$ cat src/logic/scb_pkg.sv
package scb_pkg;

	// ---------------------------------------------------------------
	// Fixed locations.
	// ---------------------------------------------------------------
	localparam logic [31:0] MODULE_BASE_ADDR = 32'h0003FF00;
	localparam logic [3:0] FC_CPU_SPACE = 4'h7;
	localparam logic [3:0] FC_SUPER_DATA = 4'h5;
	localparam logic [11:0] OFS_SYS_CONFIG = 12'h000;
	localparam logic [11:0] OFS_AUTOVECTOR_RESPONSE_RESET = 12'h006;
	localparam int BASE_FIELD_LSB = 12;

	// ---------------------------------------------------------------
	// Module base register layout.
	// ---------------------------------------------------------------
	localparam int MB_VALID_POS = 0;
	localparam int MB_SPACE_LSB = 1;
	localparam int MB_SPACE_MSB = 9;
	localparam int SPACE_DMA_IDX = 8;
	localparam logic [31:0] MODULE_BASE_RESET = 32'h00000000;
	localparam logic [31:0] MODULE_BASE_WMASK = 32'hFFFFF3FF;

	// ---------------------------------------------------------------
	// System configuration register layout.
	// ---------------------------------------------------------------
	localparam int CFG_FREEZE_TIMERS_POS = 14;
	localparam int CFG_FREEZE_BUSMON_POS = 13;
	localparam int CFG_AUTOVECTOR_POS = 12;
	localparam int CFG_SHOW_MSB = 9;
	localparam int CFG_SHOW_LSB = 8;
	localparam int CFG_SUPER_LOCK_POS = 7;
	localparam int CFG_ARB_MSB = 3;
	localparam logic [15:0] SYS_CONFIG_RESET = 16'h000F;
	localparam logic [15:0] SYS_CONFIG_WMASK = 16'h738F;

	// ---------------------------------------------------------------
	// Autovector mask and reset cause layout.
	// ---------------------------------------------------------------
	localparam logic [7:0] AUTOVECTOR_RESPONSE_MASK_RESET = 8'h00;
	localparam logic [7:0] CAUSE_PIN = 8'h80;
	localparam logic [7:0] CAUSE_SUPPLY = 8'h40;
	localparam logic [7:0] CAUSE_WATCHDOG = 8'h20;
	localparam logic [7:0] CAUSE_DFAULT = 8'h10;
	localparam logic [7:0] CAUSE_REF_MISSING = 8'h04;
	localparam logic [7:0] CAUSE_INSTR = 8'h02;
	localparam logic [7:0] CAUSE_NONE = 8'h00;

	// ---------------------------------------------------------------
	// Bus access states.
	// ---------------------------------------------------------------
	typedef enum logic [1:0] {
		SCB_IDLE,
		SCB_ANSWER
	} scb_state_t;

endpackage

$ cat src/logic/scb_sys_config.sv
`timescale 1ns/100ps
// Function
// - Block base is the upper 20 bits of module base, 4 KB aligned.
// - A set space mask bit sends that space's block accesses external.
// - Mask bits map: 8 DMA, 7 CPU, 6/5 supervisor, 2/1 user, 4/3/0 reserved.
// - Block registers are unreachable until the base valid bit is set.
// - Module base sits in CPU space at fixed address, never run externally.
// - Freeze with freeze-timers bit halts watchdog and periodic timer.
// - Freeze with freeze-bus-monitor bit disables the bus monitor.
// - A configuration bit enables the automatic vector response.
// - Show select: 00 arbitration only, 01 show only, 1x both.
// - Show cycles drive address, data, control; data strobe times address.
// - Without show cycles no data or strobes go out for internal accesses.
// - External requests ignored while arbitration off; masters wait meanwhile.
// - Supervisor lock: user writes to shared registers ignored with bus fault.
// - Arbitration priority resets to F; software sets unique F..1.
// - Priority zero: no arbitration, all interrupts discarded.
// - Autovector for masked external level only with nonzero priority.
// - Reset cause loads on leaving reset, one bit set, read-only.
// - Cause flags: pin, supply, watchdog, double fault, clock loss.
// - Clock-loss reset only with its enable set and VCO running.
// - Instruction reset sets its own flag and keeps configuration.
module scb_sys_config (
	input wire logic i_sys_clk,
	input wire logic i_rst,
	input wire logic i_bus_req,
	input wire logic i_bus_wr,
	input wire logic [31:0] i_bus_addr,
	input wire logic [3:0] i_func_code,
	input wire logic [31:0] i_bus_wdata,
	input wire logic i_shared_reg_sel,
	input wire logic i_freeze,
	input wire logic i_ext_bus_req,
	input wire logic i_int_ack_cycle,
	input wire logic [2:0] i_int_ack_level,
	input wire logic i_cause_pin,
	input wire logic i_cause_supply,
	input wire logic i_cause_watchdog,
	input wire logic i_cause_dfault,
	input wire logic i_cause_instr,
	input wire logic i_clock_lost,
	input wire logic i_clock_loss_reset_enable,
	input wire logic i_vco_enable,
	output logic o_bus_ack,
	output logic [31:0] o_bus_rdata,
	output logic o_bus_fault_resp,
	output logic o_run_external,
	output logic o_periph_sel,
	output logic o_show_drive,
	output logic o_addr_strobe_n,
	output logic o_data_strobe_n,
	output logic [31:0] o_show_addr,
	output logic [31:0] o_show_data,
	output logic o_ext_arb_enable,
	output logic o_ext_req_accepted,
	output logic o_timers_halt,
	output logic o_busmon_disable,
	output logic o_arb_participate,
	output logic [3:0] o_int_arb_priority,
	output logic o_int_discard,
	output logic o_autovector_response,
	output logic o_ref_missing_reset_req
);

	// ---------------------------------------------------------------
	// Register state.
	// ---------------------------------------------------------------
	logic [31:0] module_base_reg;
	logic [15:0] sys_config_reg;
	logic [7:0] autovector_mask_reg;
	logic [7:0] reset_cause_reg;
	logic [7:0] cause_hold_reg;
	logic rst_seen_reg;
	scb_pkg::scb_state_t state_reg;

	logic [19:0] base_addr_field;
	logic [8:0] space_mask_bits;
	logic base_valid;
	logic [3:0] space_idx;
	logic space_masked;
	logic base_hit;
	logic block_hit;
	logic [11:0] block_ofs;
	logic own_reg;
	logic is_user;
	logic freeze_timers_bit;
	logic freeze_busmon_bit;
	logic autovector_en;
	logic [1:0] show_cycle_select;
	logic supervisor_lock_bit;
	logic [3:0] int_arb_priority;
	logic show_en;
	logic show_now;
	logic fault_now;
	logic ref_missing_ok;
	logic [7:0] cause_now;
	logic [31:0] rdata_next;

	// Field views of the stored registers.
	assign base_addr_field = module_base_reg[31:scb_pkg::BASE_FIELD_LSB];
	assign space_mask_bits = module_base_reg[scb_pkg::MB_SPACE_MSB:scb_pkg::MB_SPACE_LSB];
	assign base_valid = module_base_reg[scb_pkg::MB_VALID_POS];
	assign freeze_timers_bit = sys_config_reg[scb_pkg::CFG_FREEZE_TIMERS_POS];
	assign freeze_busmon_bit = sys_config_reg[scb_pkg::CFG_FREEZE_BUSMON_POS];
	assign autovector_en = sys_config_reg[scb_pkg::CFG_AUTOVECTOR_POS];
	assign show_cycle_select = sys_config_reg[scb_pkg::CFG_SHOW_MSB:scb_pkg::CFG_SHOW_LSB];
	assign supervisor_lock_bit = sys_config_reg[scb_pkg::CFG_SUPER_LOCK_POS];
	assign int_arb_priority = sys_config_reg[scb_pkg::CFG_ARB_MSB:0];

	// ---------------------------------------------------------------
	// Address decode.
	// ---------------------------------------------------------------
	// Any DMA code lands on one mask bit; the others index by their low bits.
	assign space_idx = i_func_code[3] ? 4'(scb_pkg::SPACE_DMA_IDX) : {1'b0, i_func_code[2:0]};
	assign space_masked = space_mask_bits[space_idx];
	assign base_hit = (i_func_code == scb_pkg::FC_CPU_SPACE)
		&& (i_bus_addr == scb_pkg::MODULE_BASE_ADDR);
	assign block_hit = base_valid && !space_masked && !base_hit
		&& (i_bus_addr[31:scb_pkg::BASE_FIELD_LSB] == base_addr_field);
	assign block_ofs = i_bus_addr[11:0];
	assign own_reg = (block_ofs == scb_pkg::OFS_SYS_CONFIG)
		|| (block_ofs == scb_pkg::OFS_AUTOVECTOR_RESPONSE_RESET);
	assign is_user = !i_func_code[2];
	// Own registers are supervisor only; shared ones refuse user writes only while the lock is set.
	assign fault_now = i_bus_req && block_hit && is_user
		&& ((own_reg) || (i_shared_reg_sel && supervisor_lock_bit && i_bus_wr));

	// Read data for the answer cycle; narrow registers sit in the low half.
	always_comb begin
		rdata_next = 32'h00000000;
		if (base_hit) begin
			rdata_next = module_base_reg;
		end else if (block_hit && block_ofs == scb_pkg::OFS_SYS_CONFIG) begin
			rdata_next = {16'h0000, sys_config_reg};
		end else if (block_hit && block_ofs == scb_pkg::OFS_AUTOVECTOR_RESPONSE_RESET) begin
			rdata_next = {16'h0000, autovector_mask_reg, reset_cause_reg};
		end
	end

	// ---------------------------------------------------------------
	// Bus answer, one cycle after the request.
	// ---------------------------------------------------------------
	always_ff @(posedge i_sys_clk) begin
		if (i_rst) begin
			state_reg <= scb_pkg::SCB_IDLE;
			o_bus_ack <= 1'b0;
			o_bus_rdata <= 32'h00000000;
			o_bus_fault_resp <= 1'b0;
			o_run_external <= 1'b0;
			o_periph_sel <= 1'b0;
		end else begin
			case (state_reg)
				scb_pkg::SCB_IDLE: begin
					o_bus_ack <= i_bus_req;
					o_bus_rdata <= (i_bus_req && !i_bus_wr && !fault_now) ? rdata_next : 32'h00000000;
					o_bus_fault_resp <= fault_now;
					o_run_external <= i_bus_req && !base_hit && !block_hit;
					o_periph_sel <= i_bus_req && block_hit && !own_reg && !fault_now;
					if (i_bus_req) begin
						state_reg <= scb_pkg::SCB_ANSWER;
					end
				end
				scb_pkg::SCB_ANSWER: begin
					// The answer stands for exactly one cycle.
					o_bus_ack <= 1'b0;
					o_bus_fault_resp <= 1'b0;
					o_run_external <= 1'b0;
					o_periph_sel <= 1'b0;
					state_reg <= scb_pkg::SCB_IDLE;
				end
				default: begin
					state_reg <= scb_pkg::SCB_IDLE;
				end
			endcase
		end
	end

	// ---------------------------------------------------------------
	// Writable registers.
	// ---------------------------------------------------------------
	// An instruction reset leaves the configuration as software left it.
	always_ff @(posedge i_sys_clk) begin
		if (i_rst) begin
			if (!i_cause_instr) begin
				module_base_reg <= scb_pkg::MODULE_BASE_RESET;
				sys_config_reg <= scb_pkg::SYS_CONFIG_RESET;
				autovector_mask_reg <= scb_pkg::AUTOVECTOR_RESPONSE_MASK_RESET;
			end
		end else if (i_bus_req && i_bus_wr && state_reg == scb_pkg::SCB_IDLE) begin
			if (base_hit) begin
				module_base_reg <= i_bus_wdata & scb_pkg::MODULE_BASE_WMASK;
			end else if (block_hit && !fault_now) begin
				if (block_ofs == scb_pkg::OFS_SYS_CONFIG) begin
					sys_config_reg <= i_bus_wdata[15:0] & scb_pkg::SYS_CONFIG_WMASK;
				end else if (block_ofs == scb_pkg::OFS_AUTOVECTOR_RESPONSE_RESET) begin
					// Only the mask byte takes the write; the cause byte is read-only.
					autovector_mask_reg <= i_bus_wdata[15:8];
				end
			end
		end
	end

	// ---------------------------------------------------------------
	// Reset cause capture.
	// ---------------------------------------------------------------
	assign ref_missing_ok = i_clock_lost && i_clock_loss_reset_enable && i_vco_enable;
	assign o_ref_missing_reset_req = ref_missing_ok;

	// One source wins by fixed priority so exactly one flag is ever set.
	always_comb begin
		if (i_cause_supply) begin
			cause_now = scb_pkg::CAUSE_SUPPLY;
		end else if (i_cause_pin) begin
			cause_now = scb_pkg::CAUSE_PIN;
		end else if (i_cause_watchdog) begin
			cause_now = scb_pkg::CAUSE_WATCHDOG;
		end else if (i_cause_dfault) begin
			cause_now = scb_pkg::CAUSE_DFAULT;
		end else if (ref_missing_ok) begin
			cause_now = scb_pkg::CAUSE_REF_MISSING;
		end else if (i_cause_instr) begin
			cause_now = scb_pkg::CAUSE_INSTR;
		end else begin
			cause_now = scb_pkg::CAUSE_NONE;
		end
	end

	// Causes are held while reset is asserted and published at its release.
	// Only a caught cause inside a running reset is kept, so the power-on
	// contents of the holding flags can never block the first capture.
	always_ff @(posedge i_sys_clk) begin
		rst_seen_reg <= i_rst;
		if (i_rst) begin
			if (rst_seen_reg && cause_hold_reg != scb_pkg::CAUSE_NONE) begin
				cause_hold_reg <= cause_hold_reg;
			end else begin
				cause_hold_reg <= cause_now;
			end
		end else if (rst_seen_reg) begin
			reset_cause_reg <= (cause_hold_reg == scb_pkg::CAUSE_NONE)
				? scb_pkg::CAUSE_PIN : cause_hold_reg;
		end
	end

	// ---------------------------------------------------------------
	// Show cycles and external arbitration.
	// ---------------------------------------------------------------
	assign show_en = (show_cycle_select != 2'b00);
	assign o_ext_arb_enable = (show_cycle_select != 2'b01);
	assign o_ext_req_accepted = i_ext_bus_req && o_ext_arb_enable;
	// A request in the answer cycle is refused, so it must not be shown either.
	assign show_now = show_en && i_bus_req && (block_hit || base_hit)
		&& (state_reg == scb_pkg::SCB_IDLE);

	// The show copy trails the access by one cycle, so data is stable
	// well before the falling edge that follows the strobe release.
	always_ff @(posedge i_sys_clk) begin
		if (i_rst) begin
			o_show_drive <= 1'b0;
			o_data_strobe_n <= 1'b1;
			o_show_addr <= 32'h00000000;
			o_show_data <= 32'h00000000;
		end else begin
			o_show_drive <= show_now;
			o_data_strobe_n <= !show_now;
			if (show_now) begin
				o_show_addr <= i_bus_addr;
				o_show_data <= i_bus_wr ? i_bus_wdata : rdata_next;
			end
		end
	end
	assign o_addr_strobe_n = 1'b1;

	// ---------------------------------------------------------------
	// Freeze, interrupt arbitration and autovector.
	// ---------------------------------------------------------------
	assign o_timers_halt = i_freeze && freeze_timers_bit;
	assign o_busmon_disable = i_freeze && freeze_busmon_bit;
	assign o_int_arb_priority = int_arb_priority;
	assign o_int_discard = (int_arb_priority == 4'h0);
	assign o_arb_participate = i_int_ack_cycle && !o_int_discard;
	assign o_autovector_response = i_int_ack_cycle && autovector_en && !o_int_discard
		&& autovector_mask_reg[i_int_ack_level];
endmodule // scb_sys_config

$ cat config.mk
export PLATFORM = sky130hd
export DESIGN_NAME = scb_sys_config
export DESIGN_NICKNAME = d
export VERILOG_FILES = /design/src/logic/scb_pkg.sv /design/src/logic/scb_sys_config.sv
export SDC_FILE = /design/constraint.sdc
export NUM_CORES = 1
export LEC_CHECK = 0
export BUFFER_PORTS_ARGS = -buffer_cell sky130_fd_sc_hd__buf_2
export CAP_MARGIN = 20
export CORE_UTILIZATION = 30
export DETAILED_ROUTE_END_ITERATION = 12
export HOLD_SLACK_MARGIN = 0.1
export PLACE_DENSITY = 0.62
export RECOVER_POWER = 25
export SLEW_MARGIN = 15
export SYNTH_ARGS = -nofsm -noshare
export SYNTH_HDL_FRONTEND = slang
export SYNTH_SLANG_ARGS = --single-unit
$ cat constraint.sdc
create_clock -name i_sys_clk -period 4.2 [get_ports i_sys_clk]
set_input_delay 0.84 -clock i_sys_clk [delete_from_list [all_inputs] [get_ports i_sys_clk]]
set_output_delay 0.84 -clock i_sys_clk [all_outputs]
set_load 0.005 [all_outputs]
Word-level counts from Yosys, hierarchy flattened
Cells that the tools add are included.

Order comparisons: 2. Eq/ne operators: 8. Mux-type cells: 36. Bitwise gates (word level): 3. Reductions and logical operators: 67.

Operators with widths (number): 32-bit two-way mux (7); 16-bit two-way mux (8); 8-bit two-way mux (8); 1-bit logical AND (33); 32-bit by 18-bit == test with 1-bit output (second input constant) (1); 20-bit == test (1); 2-bit nonzero test (7); 12-bit by 3-bit == test with 1-bit output (second input constant) (1); 12-bit logical NOT (1); 1-bit logical NOT (9); 8-bit logical NOT (1); 1-bit case mux with 2 select lines (4); 8-bit nonzero test (1); 6-bit two-way mux (1); 2-bit inequality test (second input constant) (3); 6-bit AND reduction (1); 4-bit by 5-bit less-than comparator with 1-bit output (second input constant) (1); 5-bit two-way mux (1); 5-bit AND reduction (1); 5-bit OR reduction (1); 1-bit binary-select mux with 4-bit select (1); 4-bit by 3-bit == test with 1-bit output (second input constant) (1); 4-bit logical NOT (1); 3-bit by 4-bit less-than comparator with 1-bit output (second input constant) (1); 14 further kinds (21).

Register bits: 176. Bits of input ports: 87. Output and inout port bits: 115. Word-level logic and storage cells: 136.

Longest topological paths before layout
Word-level depth: 16. Gate-level depth with buffers: 9. Mapped depth without buffers: 6.

Least setup slack after synthesis
OpenSTA, ideal clock, no wires.

Path type: input-to-reg. Start point: in i_func_code[1]. End point: reg autovector_mask_reg[0], enable pin. Library setup time: 0.384 ns. Data arrival time: 3.325 ns. Data required time: 3.816 ns. Path slack: 0.491 ns. Cell stages on the path: 8. Path buffers: 2. Cells stage by stage: clkbuf_1 > mux4_2 > a22oi_1 > nand3_1 > nor4_4 > buf_2 > nand4_1 > o21ai_0.

Word-level cells in the longest chain between the ends: 14. Elaborated cells between the ends (all ways): 18. Classes of those cells: 2 x eq/ne; 3 x mux; 13 x reduce/logical.

RTL lines: start, declared (line scb_sys_config.sv:29) `input wire logic [3:0] i_func_code,`; 4-bit two-way mux (line scb_sys_config.sv:114) `assign space_idx = i_func_code[3] ? 4'(scb_pkg::SPACE_DMA_IDX) : {1'b0, i_func_code[2:0]};`; 1-bit binary-select mux with 4-bit select (line scb_sys_config.sv:115) `assign space_masked = space_mask_bits[space_idx];`; 1-bit two-way mux (implied by the code) (line scb_sys_config.sv:115); 1-bit logical NOT (line scb_sys_config.sv:118) `assign block_hit = base_valid && !space_masked && !base_hit`; 1-bit logical AND (2 in a row) (line scb_sys_config.sv:118); 1-bit logical AND (line scb_sys_config.sv:119) `&& (i_bus_addr[31:scb_pkg::BASE_FIELD_LSB] == base_addr_field);`; 1-bit logical AND (2 in a row) (line scb_sys_config.sv:125) `assign fault_now = i_bus_req && block_hit && is_user`; 1-bit logical AND (line scb_sys_config.sv:126) `&& ((own_reg) || (i_shared_reg_sel && supervisor_lock_bit && i_bus_wr));`; 1-bit logical NOT (line scb_sys_config.sv:192) `end else if (block_hit && !fault_now) begin`; 1-bit logical AND (line scb_sys_config.sv:192); 2-bit nonzero test (no line); 6-bit AND reduction (no line) (*); end signal, assigned (line scb_sys_config.sv:187) `autovector_mask_reg <= scb_pkg::AUTOVECTOR_RESPONSE_MASK_RESET;`; end signal, assigned (line scb_sys_config.sv:197) `autovector_mask_reg <= i_bus_wdata[15:8];`; end, declared (line scb_sys_config.sv:70) `logic [7:0] autovector_mask_reg;`.

Every way passes the cells marked *; elsewhere a longest branch is shown, timed or not. The select of a mux whose other input is x is not followed. A chain may end at the register's enable or synchronous reset.

==> metrics <==
Rows 56; htree depth 4; Clk pin slew, worst setup/hold paths 70 ps; port bufs 200; PD cells 386 nW/um^2; PostCTS Resize Cnt 0; clk_skew 7.30 ps; Synthesized Nets 809; CP Capture Type flop; Crit Reg-Reg Startpoint module_base_reg[23]$_SDFFCE_PP0P_; multiplexer share of the synthesized area 0.0172; yosys warns 0; post-layout util 0.386; dominant synthesized flop cell dfxtp_1; Leak 3.68 nW; die height 156 um; Period Utilization, post-route 0.786; post-synthesis sequential area ratio 0.545; via count 6110; clk_lat worst skew 430 ps; crit-path max FO 24; post-synth cell types 53; Die Wd 156 um; async set-reset flop share out of synthesis 0; most frequent cell after synthesis nand2_1; Critical Path AT 3610 ps; RSZ-0062 raised after global routing no; xor/xnor share of the synthesized area 0.0258; main combinational cell family by area after synthesis simple AND/OR/NAND/NOR gates; layout cells sized above 1 0.295; crit start category primary input; final hold viol count 0; vias per cell 4.92; slew margin rel. 0.225; CTS Hold Bufs 0; Mapped Cells 722; largest net degree at the start of global routing 50; clk sinks 164; first-pass GRT wire length 34.9 mm; Post-DP HPWL 17.3 mm; GRT Util Overall 0.194; Crit Path Class in2reg; Ports 202; Mean Syn Cell Area 9.87 sq um; count of final setup violators 0; Area after DPL 8460 sq um; CTS buffer count 17; Initial Util 0.305; compound-cell area share of the yosys netlist 0.167; Hold Crit Start state_reg[0]$_SDFFE_PP0P_; CTS tree built; Root Buffer clkbuf_16; initial antenna violation count 4; maximum clock rate 303 MHz; CTS max path bufs 2; max_cap viols 0; worst ir drop on vdd 184 uV; DRT iter0 DRCs 499; Worst-Margin Slew 1160 ps; WL/cell 18.6 um; max-slew violation count 0; Sum Neg Setup Slack 0 ps; Simple-Gate Fraction of Synth Area 0.193; die area 24400 sq um; Multi-input gate area 2900 sq um; Final Worst Setup Slack 899 ps; Fill cells 2408; Yosys reg bits 164; number of synthesized flops with an enable pin 60; outcome finished, final reports clean; Cell Area, Synth 7130 sq um; Synth Area in Adders 0; Final Wtd Congestion 0.870; WL final 23.1 mm; Routed Antenna Nets 0; Reg area 3880 sq um; # DRC 0; Layout area overhead 26.6%; Initial DRT Pass Iterations 5; biggest regs o_bus_rdata (32), o_show_addr (32), o_show_data (32); Yosys top cell by area dfxtp_1; DP Worst Slack 598 ps; synth top area cells dfxtp_1 (29%), edfxtp_1 (25%), nand2_1 (6.5%), nor2b_1 (4.7%), o21ai_0 (3.2%); post-CTS setup buffers 0; vias in the first global route 5887; Final Cell Area 9020 sq um; Final Net Count 994; setup slack, reg-to-reg 1050 ps; launch point of the worst path i_rst; Yosys top cell area share 0.292; final period demand of the worst path 3300 ps; Crit path required time 4510 ps; CORE AREA 23400 sq um; Hold Crit Class reg2reg; most frequent cells after synthesis nand2_1 (123), dfxtp_1 (104), edfxtp_1 (60); Overflow after GRT 0
[layer usage]
metal,GRT usage,vias up,share of wire
li1,-,2921,-
met4,0.0621,4,0.016
met5,0,-,0.0013
met1,0.254,2912,0.43
met2,0.294,245,0.45
met3,0.0731,28,0.11
[cell type report]
type                       instances  area share
clock buffer                      20      0.0517
tap                              319      0.0442
inverter                          36      0.0150
clock inverter                    12      0.0104
timing repair buffer             218       0.126
multi-input combinational        470       0.322
antenna                            2    0.000555
sequential                       164       0.430
[power breakdown]
group	total [mW]	switching, mW	internal, mW
registers	1.73	0.0396	1.69
logic	0.268	0.161	0.107
clock network	1.49	0.676	0.812
total	3.49	0.876	2.61
[layout by cell type, fill, tap and decap left out, types with 5 or more instances in the layout]
cell type  netlist  final
xor2_1          17     17
a31oi_1          7      6
nand4_1          8      8
inv_1           36     36
o31ai_2         10     10
o21ai_1         37     37
buf_4            6     16
dfxtp_1        104    104
nand2_1        123    123
buf_2            6    192
nor3b_1          5      5
a22o_1          10     10
clkbuf_16        0     17
a21boi_0         8      8
a21o_1           6      6
a22oi_1         28     28
o21ai_0         46     46
a32oi_1          6      6
nor2b_1         54     53
nor2_1          12     12
a21oi_1         10     10
nor4_1          13     13
nor3_1           7      7
edfxtp_1        60     60
clkbuf_1        38      8
or2_2            5      5
[worst paths after layout]
kind,end,depth (start not counted)
worst max-delay path,o_bus_rdata[25]$_SDFFE_PP0N_,6
worst max register to register,o_show_addr[31]$_SDFFE_PP0P_,7
worst min-delay path,o_bus_fault_resp$_SDFF_PP0_,1
worst min register to register,o_bus_fault_resp$_SDFF_PP0_,1
[per-stage QoR]
stage / hold slack, ps / power (mW) / instances
after floorplan: 407 / 1.89 / 722
after global placement: 429 / 2.03 / 1206
after detailed placement: 429 / 2.03 / 1206
after CTS: 445 / 3.51 / 1238
after global routing: 466 / 3.61 / 1240
final: 442 / 3.49 / 1241
[kinds of logic after synthesis]
| kind of cell | after synthesis |
|---|---|
| compound gates | 179 |
| buf+inv | 88 |
| flops | 164 |
| other cells | 1 |
| simple gates | 261 |
| mux | 8 |
| xor+xnor | 21 |
[critical path, stage by stage]
cell and delay [ps]:
clkbuf_1 830, clkbuf_1 900, nor3_1 160, nand2_1 410
buf_4 320, o21ai_0 130
Note: power is estimated with default switching activity, not from simulation.
